--- src/design/fcr_pkg.sv ---
/*
 * Package for the flash control register block: register offsets, field
 * positions, reset values and key codes.
 * Assumes a single 50 MHz clock domain and an Avalon-MM register bus.
 */
package fcr_pkg;
  // ==========================================================
  // Register indices (printed offsets; byte address is index times four)
  localparam logic [15:0] IDX_POLICY_STAGING = 16'h0fd0;
  localparam logic [15:0] IDX_COMMIT_KEY = 16'h0fd1;
  localparam logic [15:0] IDX_SLEEP_CTRL = 16'h0fd2;
  localparam logic [15:0] IDX_PIN_GATE = 16'h0fd3;
  localparam int ADDR_W = 18;
  localparam logic [ADDR_W-1:0] ADDR_POLICY_STAGING = {IDX_POLICY_STAGING, 2'b00};
  localparam logic [ADDR_W-1:0] ADDR_COMMIT_KEY = {IDX_COMMIT_KEY, 2'b00};
  localparam logic [ADDR_W-1:0] ADDR_SLEEP_CTRL = {IDX_SLEEP_CTRL, 2'b00};
  localparam logic [ADDR_W-1:0] ADDR_PIN_GATE = {IDX_PIN_GATE, 2'b00};
  // ==========================================================
  // Field positions
  localparam int PERMIT_MSB = 7;
  localparam int PERMIT_LSB = 5;
  localparam int BOOT_BIT = 4;
  localparam int AREA_MSB = 3;
  localparam int AREA_LSB = 2;
  localparam int ROMSEL_MSB = 1;
  localparam int ROMSEL_LSB = 0;
  localparam int MON_PERMIT_BIT = 5;
  localparam int SLEEP_BIT = 0;
  localparam int GATE_SCLK_BIT = 1;
  localparam int GATE_GEN_BIT = 0;
  // ==========================================================
  // Codes and reset values
  localparam logic [2:0] PERMIT_DISABLE = 3'h2;
  localparam logic [2:0] PERMIT_ENABLE = 3'h5;
  localparam logic [1:0] AREA_STANDARD = 2'h0;
  localparam logic [1:0] AREA_CODE_TO_DATA = 2'h2;
  localparam logic [7:0] COMMIT_KEY_CODE = 8'hd5;
  localparam logic [7:0] STAGING_RESET = 8'h40;
  localparam logic [7:0] ZERO_BYTE = 8'h00;
  localparam logic [31:0] UNMAPPED_READ = 32'h0000_0000;
endpackage : fcr_pkg

--- src/design/fcr_flash_ctrl.sv ---
/*
 * Flash control register block: staged policy register with key commit,
 * applied-configuration monitor, flash sleep control and pin input gates.
 * Assumes inputs synchronous to clk_i and an Avalon-MM master that holds
 * each request until waitrequest is seen low.
 */
// Register access over Avalon-MM was decided locally.
`timescale 1ns/100ps
module fcr_flash_ctrl
  import fcr_pkg::*;
(
  // Clock and reset
  input wire logic clk_i,
  input wire logic rst_i,
  // Avalon-MM slave
  input wire logic [ADDR_W-1:0] avs_address_i,
  input wire logic avs_read_i,
  input wire logic avs_write_i,
  input wire logic [3:0] avs_byteenable_i,
  input wire logic [31:0] avs_writedata_i,
  output logic [31:0] avs_readdata_o,
  output logic avs_waitrequest_o,
  // Mode and CPU context
  input wire logic serial_mode_i,
  input wire logic fetch_from_ram_i,
  input wire logic flash_access_i,
  input wire logic flash_cmd_i,
  // Flash array side
  output logic flash_cmd_o,
  output logic flash_active_o,
  output logic standby_reset_o,
  output logic boot_rom_overlay_o,
  output logic [1:0] area_map_o,
  output logic [1:0] rom_select_o,
  // Port input gating
  output logic serial_clock_input_en_o,
  output logic general_input_en_o
);

  // ==========================================================
  // Bus decode
  // One wait cycle per access keeps read data registered.
  logic ack;
  logic req;
  logic wr_lane0;
  logic [7:0] wdata;
  logic hit_staging;
  logic hit_key;
  logic hit_sleep;
  logic hit_gate;

  assign req = avs_read_i | avs_write_i;
  assign avs_waitrequest_o = req & ~ack;
  assign wr_lane0 = avs_write_i & ack & avs_byteenable_i[0];
  assign wdata = avs_writedata_i[7:0];
  assign hit_staging = (avs_address_i == ADDR_POLICY_STAGING);
  assign hit_key = (avs_address_i == ADDR_COMMIT_KEY);
  assign hit_sleep = (avs_address_i == ADDR_SLEEP_CTRL);
  assign hit_gate = (avs_address_i == ADDR_PIN_GATE);

  always_ff @(posedge clk_i or posedge rst_i) begin
    if (rst_i) begin
      ack <= 1'b0;
    end else begin
      ack <= req & ~ack;
    end
  end

  // ==========================================================
  // Staging and applied registers
  logic [7:0] flash_policy_staging;
  logic [7:0] applied;
  logic commit;

  assign commit = wr_lane0 & hit_key & (wdata == COMMIT_KEY_CODE);

  always_ff @(posedge clk_i or posedge rst_i) begin
    if (rst_i) begin
      flash_policy_staging <= STAGING_RESET;
    end else if (wr_lane0 && hit_staging) begin
      flash_policy_staging <= wdata;
    end
  end

  always_ff @(posedge clk_i or posedge rst_i) begin
    if (rst_i) begin
      applied <= STAGING_RESET;
    end else if (commit) begin
      applied <= flash_policy_staging;
    end
  end

  // ==========================================================
  // Applied configuration decode
  logic permit_applied_bit;
  logic boot_overlay_applied;
  logic [1:0] area_map_applied;
  logic [1:0] rom_select_applied;
  logic [7:0] applied_config_monitor;

  // Only the exact enable code counts; reserved codes stay disabled.
  assign permit_applied_bit = (applied[PERMIT_MSB:PERMIT_LSB] == PERMIT_ENABLE);
  assign boot_overlay_applied = serial_mode_i | applied[BOOT_BIT];
  // Reserved 01 falls back to standard mapping.
  assign area_map_applied = (applied[AREA_MSB:AREA_LSB] == AREA_CODE_TO_DATA) ?
    AREA_CODE_TO_DATA : AREA_STANDARD;
  assign rom_select_applied = applied[ROMSEL_MSB:ROMSEL_LSB];

  always_comb begin
    applied_config_monitor = ZERO_BYTE;
    applied_config_monitor[MON_PERMIT_BIT] = permit_applied_bit;
    applied_config_monitor[BOOT_BIT] = boot_overlay_applied;
    applied_config_monitor[AREA_MSB:AREA_LSB] = applied[AREA_MSB:AREA_LSB];
    applied_config_monitor[ROMSEL_MSB:ROMSEL_LSB] = rom_select_applied;
  end

  // ==========================================================
  // Flash array controls
  logic staged_enable;

  // Judged at commit time, so a later staging write cannot wake the array without a fresh key.
  assign staged_enable = (flash_policy_staging[PERMIT_MSB:PERMIT_LSB] == PERMIT_ENABLE);

  always_ff @(posedge clk_i or posedge rst_i) begin
    if (rst_i) begin
      flash_active_o <= 1'b0;
    end else if (commit) begin
      flash_active_o <= staged_enable;
    end
  end

  always_ff @(posedge clk_i or posedge rst_i) begin
    if (rst_i) begin
      boot_rom_overlay_o <= 1'b0;
    end else begin
      boot_rom_overlay_o <= boot_overlay_applied;
    end
  end

  always_ff @(posedge clk_i or posedge rst_i) begin
    if (rst_i) begin
      area_map_o <= AREA_STANDARD;
    end else begin
      area_map_o <= area_map_applied;
    end
  end

  always_ff @(posedge clk_i or posedge rst_i) begin
    if (rst_i) begin
      rom_select_o <= 2'h0;
    end else begin
      rom_select_o <= rom_select_applied;
    end
  end

  // Gated every cycle by the applied permit code, so a command still held when the permit is withdrawn is cut off.
  always_ff @(posedge clk_i or posedge rst_i) begin
    if (rst_i) begin
      flash_cmd_o <= 1'b0;
    end else begin
      flash_cmd_o <= flash_cmd_i & permit_applied_bit;
    end
  end

  // ==========================================================
  // Flash sleep control
  logic flash_sleep_bit;

  always_ff @(posedge clk_i or posedge rst_i) begin
    if (rst_i) begin
      flash_sleep_bit <= 1'b0;
    end else if (wr_lane0 && hit_sleep && fetch_from_ram_i) begin
      flash_sleep_bit <= wdata[SLEEP_BIT];
    end
  end

  always_ff @(posedge clk_i or posedge rst_i) begin
    if (rst_i) begin
      standby_reset_o <= 1'b0;
    end else begin
      standby_reset_o <= flash_sleep_bit & flash_access_i;
    end
  end

  // ==========================================================
  // Pin input gate
  logic serial_clock_input_gate;
  logic general_input_gate;

  always_ff @(posedge clk_i or posedge rst_i) begin
    if (rst_i) begin
      serial_clock_input_gate <= 1'b0;
      general_input_gate <= 1'b0;
    end else if (wr_lane0 && hit_gate && serial_mode_i) begin
      serial_clock_input_gate <= wdata[GATE_SCLK_BIT];
      general_input_gate <= wdata[GATE_GEN_BIT];
    end
  end

  // Normal mode keeps every input open regardless of stored gates.
  assign serial_clock_input_en_o = ~serial_mode_i | serial_clock_input_gate;
  assign general_input_en_o = ~serial_mode_i | general_input_gate;

  // ==========================================================
  // Read data
  logic read_take;
  logic [7:0] next_read_byte;

  // Captured in the first cycle of a read and then held, so the master sees a settled value.
  assign read_take = avs_read_i & ~ack;

  always_comb begin
    next_read_byte = ZERO_BYTE;
    if (hit_staging) begin
      next_read_byte = flash_policy_staging;
    end else if (hit_key) begin
      next_read_byte = applied_config_monitor;
    end else if (hit_sleep) begin
      next_read_byte = ZERO_BYTE;
    end else if (hit_gate && serial_mode_i) begin
      next_read_byte[GATE_SCLK_BIT] = serial_clock_input_gate;
      next_read_byte[GATE_GEN_BIT] = general_input_gate;
    end else begin
      next_read_byte = ZERO_BYTE;
    end
  end

  always_ff @(posedge clk_i or posedge rst_i) begin
    if (rst_i) begin
      avs_readdata_o <= UNMAPPED_READ;
    end else if (read_take) begin
      avs_readdata_o <= {24'h00_0000, next_read_byte};
    end
  end

endmodule : fcr_flash_ctrl

--- config.mk ---
export PLATFORM = sky130hd
export DESIGN_NAME = fcr_flash_ctrl
export DESIGN_NICKNAME = d
export VERILOG_FILES = /design/src/design/fcr_pkg.sv /design/src/design/fcr_flash_ctrl.sv
export SDC_FILE = /design/constraint.sdc
export NUM_CORES = 1
export LEC_CHECK = 0
export BUFFER_PORTS_ARGS = -buffer_cell sky130_fd_sc_hd__buf_2
export CAP_MARGIN = 15
export CORE_MARGIN = 1
export CORE_UTILIZATION = 30
export CTS_BUF_LIST = sky130_fd_sc_hd__clkbuf_16
export DETAILED_ROUTE_END_ITERATION = 10
export GPL_ROUTABILITY_DRIVEN = 0
export PLACE_DENSITY_LB_ADDON = 0.1
export RECOVER_POWER = 100
export REMOVE_ABC_BUFFERS = 1
export SYNTH_ARGS = -nofsm -noshare
export SYNTH_HDL_FRONTEND = slang
export SYNTH_SLANG_ARGS = --single-unit
--- constraint.sdc ---
create_clock -name clk_i -period 2.2 [get_ports clk_i]
set_clock_uncertainty 0.15 [all_clocks]
set_input_delay 0.22 -clock clk_i [delete_from_list [all_inputs] [get_ports clk_i]]
set_output_delay 0.22 -clock clk_i [all_outputs]
set_load 0.01 [all_outputs]
Yosys cells after proc, flatten, opt, wreduce, memory -nomap -nowiden
Cells that the tools add are included.
{"block": "totals", "out_inout_bits": 43, "elab_cells": 46, "ff_bits": 36, "input_bits": 62}
{"block": "op_classes", "bitwise_logic": 14, "muxes": 5, "n_eq_ne": 8, "reduce_logical": 6}
{"cell": "$eq 18x14->1 const B", "n": 4}
{"cell": "$and 1x1->1", "n": 8}
{"cell": "$eq 8x8->1 const B", "n": 1}
{"cell": "$mux 8", "n": 1}
{"cell": "$eq 3x3->1 const B", "n": 2}
{"cell": "$logic_and 1x1->1", "n": 6}
{"cell": "$mux 2", "n": 3}
{"cell": "$mux 6", "n": 1}
{"cell": "$or 1x1->1", "n": 4}
{"cell": "$eq 2x2->1 const B", "n": 1}
{"cell": "$not 1->1", "n": 2}

Depth between registers and ports, before layout
{"block": "logic_depth", "depth_word": 6, "ltp_mapped": 5, "ltp_nobuf": 4}

Worst setup path before layout
Ideal clock, no wire load.
{"block": "synth_timing", "kind": "input port to flip-flop", "startpoint": "in avs_address_i[1]", "endpoint": "reg applied[0]", "slack_ns": 0.224, "setup_ns": 0.125, "path_buffers": 0, "arrival_ns": 1.701, "stages": 4, "cell_sequence": "or4bb_1 > nor4_4 > nand4_4 > mux2_4"}
{"block": "synth_via", "elab_chain_len": 3}
{"item": "start: declaration", "line": "fcr_flash_ctrl.sv:16", "rtl": "input wire logic [ADDR_W-1:0] avs_address_i,"}
{"item": "$eq 18x14->1", "line": "fcr_flash_ctrl.sv:57", "rtl": "assign hit_key = (avs_address_i == ADDR_COMMIT_KEY);"}
{"item": "$and 1x1->1 (2 in a row)", "line": "fcr_flash_ctrl.sv:75", "rtl": "assign commit = wr_lane0 & hit_key & (wdata == COMMIT_KEY_CODE);"}
{"item": "end signal: assignment", "line": "fcr_flash_ctrl.sv:89", "rtl": "applied <= flash_policy_staging;"}
{"item": "end: declaration", "line": "fcr_flash_ctrl.sv:72", "rtl": "logic [7:0] applied;"}
No other way between the ends.
A chain may end at the register's enable or synchronous reset.

Worst setup path after layout
{"block": "layout_timing", "startpoint": "in avs_address_i[1]", "endpoint": "reg general_input_gate"}
{"block": "layout_via", "elab_chain_len": 3}
{"item": "$eq 18x14->1", "line": "fcr_flash_ctrl.sv:59", "rtl": "assign hit_gate = (avs_address_i == ADDR_PIN_GATE);"}
{"item": "$logic_and 1x1->1 (2 in a row)", "line": "fcr_flash_ctrl.sv:194", "rtl": "end else if (wr_lane0 && hit_gate && serial_mode_i) begin"}
{"item": "end signal: assignment", "line": "fcr_flash_ctrl.sv:196", "rtl": "general_input_gate <= wdata[GATE_GEN_BIT];"}
{"item": "end: declaration", "line": "fcr_flash_ctrl.sv:188", "rtl": "logic general_input_gate;"}
No other way between the ends.

==> results.md <==
* Clk pin slew, worst setup/hold paths at 0.05 ns
* DP HPWL at 2770 microns
* Most frequent cells after synthesis: 33 x dfrtp_1, 25 x buf_4, 17 x mux2_2
* Number of distinct library cells after synthesis at 35
* Lkg Pwr at 1.08 nW
* FF/Latch Area at 878 sq um
* Post-CTS setup buffer count at 0
* Vias per Instance at 4.34
* Gr ovfl total at 0
* Initial DRC count at 48
* I/O pins at 105
* Element type at the critical path end: flop
* Worst EP required at 2.21 ns
* Async set-reset flop share out of synthesis at 100%
* Mapped Area at 1740 sq um
* Yosys warns at 0
* Pwr/cell area at 664 nW/um^2
* # diodes at 0
* Post-synth EDFFs at 0
* Relative slew slack at 42.5%
* CP Buf/Inv Count at 2
* DRC Markers at 0
* CP top delay family: simple AND/OR/NAND/NOR gates
* Initial antenna violation count at 0
* Core Area at 5540 sq um
* Worst path cell trace: buf_2, or4bb_1, nor4_4, clkbuf_4, nand4_1, mux2_2
* ANT nets after route at 0
* Yosys top cell by area: dfrtp_1
* Vias at 1,210
* VDD IR-drop max at 0.269 mV
* Die Ht at 78.1 microns
* Largest family of logic cells by synthesized area: simple AND/OR/NAND/NOR gates
* Cell row count at 27
* Critical path type: in2reg
* Cts bufs inserted at 5
* Pin count of the biggest net entering global routing at 36
* TNS Setup at 0 ns
* Global-route wire length before repair at 5820 microns
* Max_cap viols at 0
* Cells after Synth at 147
* Vias in the first global route at 1,136
* Routed len/inst at 13.0 microns
* H-tree levels at 2
* Final hold violations at 0
* Root buffer cell: clkbuf_16
* Crit Path Max Fanout at 3
* Synth Area per Inst at 11.8 sq um
* Top-count cell post-synth: dfrtp_1
* Syn-to-layout area delta at 23.0%
* Hold crit path type: in2reg
* Slowest CP cell: or4bb_1
* Min Hold Slack at 0.0401 ns
* CP Launch Type: primary input
* FF+latch count, synth at 35
* Yosys top cell area share at 47.5%
* Die W at 78.1 microns
* Xor-xnor portion of the synthesized cell area at 0%
* Unrepaired setup endpoints after global routing: no
* FILL cells at 580
* Slew @ Worst Pin at 0.862 ns
* Multi-input gate area at 723 sq um
* Global-route usage over all layers at 12.9%
* Synth area leaders: dfrtp_1 47%, mux2_2 11%, buf_4 11%, dfstp_2 3.0%, mux2_4 2.6%
* Max Fclk at 528 MHz
* Clock Sinks at 35
* Max-slew violations at 0
* Pre-Repair DR Iteration Count at 4
* Outcome: complete, no violations
* DIE AREA at 6110 sq um
* Starting Density at 31.4%
* Final setup violating endpoints at 0
* Final net count at 268
* Worst EP arrival at 1.90 ns
* Sequential area share after synthesis at 50.5%
* Final wirelength at 3630 microns
* CTS tree: built
* Synth Area in Compound Gates at 4.75%
* Share of cells above drive strength 1 at 31.9%
* Clock insertion delay at the later pin of the skew report at 0.27 ns
* CTS Buffer Depth at 2
* Mux cell area share after synthesis at 15.9%
* Min Tclk post-route at 1.89 ns
* Largest stage delay, worst path at 0.58 ns
* Top_reg_cell synth: dfrtp_1
* Post-synthesis simple-gate area fraction at 16.2%
* Post-synthesis adder-cell area fraction at 0%
* Final period util at 86.1%
* Port bufs at 52
[placed cells by master (no fill, tap or decap), drive strengths merged, types with 3 or more instances in the layout]
cell type    count
clkbuf          25
buf             35
nand2b           4
o31ai            4
o21ai            4
mux2            20
conb            25
mux2i            4
dlygate4sd3      3
and2             3
nor2             5
dfrtp           33
nand2           12
[power by group]
group          switching [mW]  internal [mW]  leakage (nW)
Clock                   0.252          0.411        0.0649
Sequential            0.00181          0.648         0.478
Combinational          0.0699         0.0378         0.536
[area by class of cell]
class                           count  share of cell area (%)
Tap cell                           72                    4.21
Multi-Input combinational cell    104                    33.8
Clock buffer                        5                    5.85
Sequential cell                    35                    41.1
Clock inverter                      3                   0.702
Inverter                            2                   0.351
Timing Repair Buffer               58                    14.0
[state kept, by name, summed over array words and instances, names as in the netlist]
signal and cells:
rom_select_o 2, flash_active_o 1, area_map_o 1, ack 1
boot_rom_overlay_o 1, avs_readdata_o 8, applied 8, flash_policy_staging 8
flash_cmd_o 1, flash_sleep_bit 1, general_input_gate 1, standby_reset_o 1
serial_clock_input_gate 1
[metal layers]
metal	wire length [microns]	share of wire, %	track usage [%]
met1	1600	44	15.8
met2	1790	49	20.5
met3	204	5.6	4.19
met4	38	1.0	6.11
met5	0	0	0
[logic make-up (layout without fill, tap and decap cells)]
| logic type | Yosys count | after routing |
|---|---|---|
| buf+inv | 32 | 68 |
| other cells | 1 | 25 |
| flops | 35 | 35 |
| mux | 24 | 24 |
| compound gates | 12 | 12 |
| simple gates | 43 | 43 |
[what timing repair did]
action / 4_1_cts / 5_1_grt
hold endpoints to repair: 35 / 0
hold buffers: 3 / 0
resized for setup: 0 / 0
[worst paths after layout]
path	slack, ns	start	cells past startpoint	to
setup / recovery	0.31	avs_address_i[1]	6	general_input_gate
hold / removal	0.04	avs_writedata_i[6]	2	flash_policy_staging[6]
setup reg to reg	0.57	ack	4	flash_policy_staging[0]
hold reg to reg	0.28	applied[1]	0	rom_select_o[1]
max in group asynchronous	0.77	rst_i	4	flash_policy_staging[1]
min in group asynchronous	0.59	rst_i	4	applied[2]
[through the flow]
step	power, mW	setup slack (ns)	cell area [sq um]	cells	utilization [%]
floorplan	0.711	0.224	1620	141	-
global placement	0.764	0.00300	2010	268	36.2
detailed placement	0.767	0.0114	2010	268	36.2
CTS	1.45	0.302	2180	279	39.3
global route	1.48	0.241	2140	279	38.6
finish	1.42	0.307	2140	279	38.6
[worst register-to-register path: cells and delay by family (launching register included)]
| family | cells | cell delay (ns) |
|---|---|---|
| flops | 1 | 0.36 |
| mux | 1 | 0.34 |
| buf+inv | 1 | 0.13 |
| simple gates | 2 | 0.54 |
No activity file was read; power rests on OpenSTA's default activity.
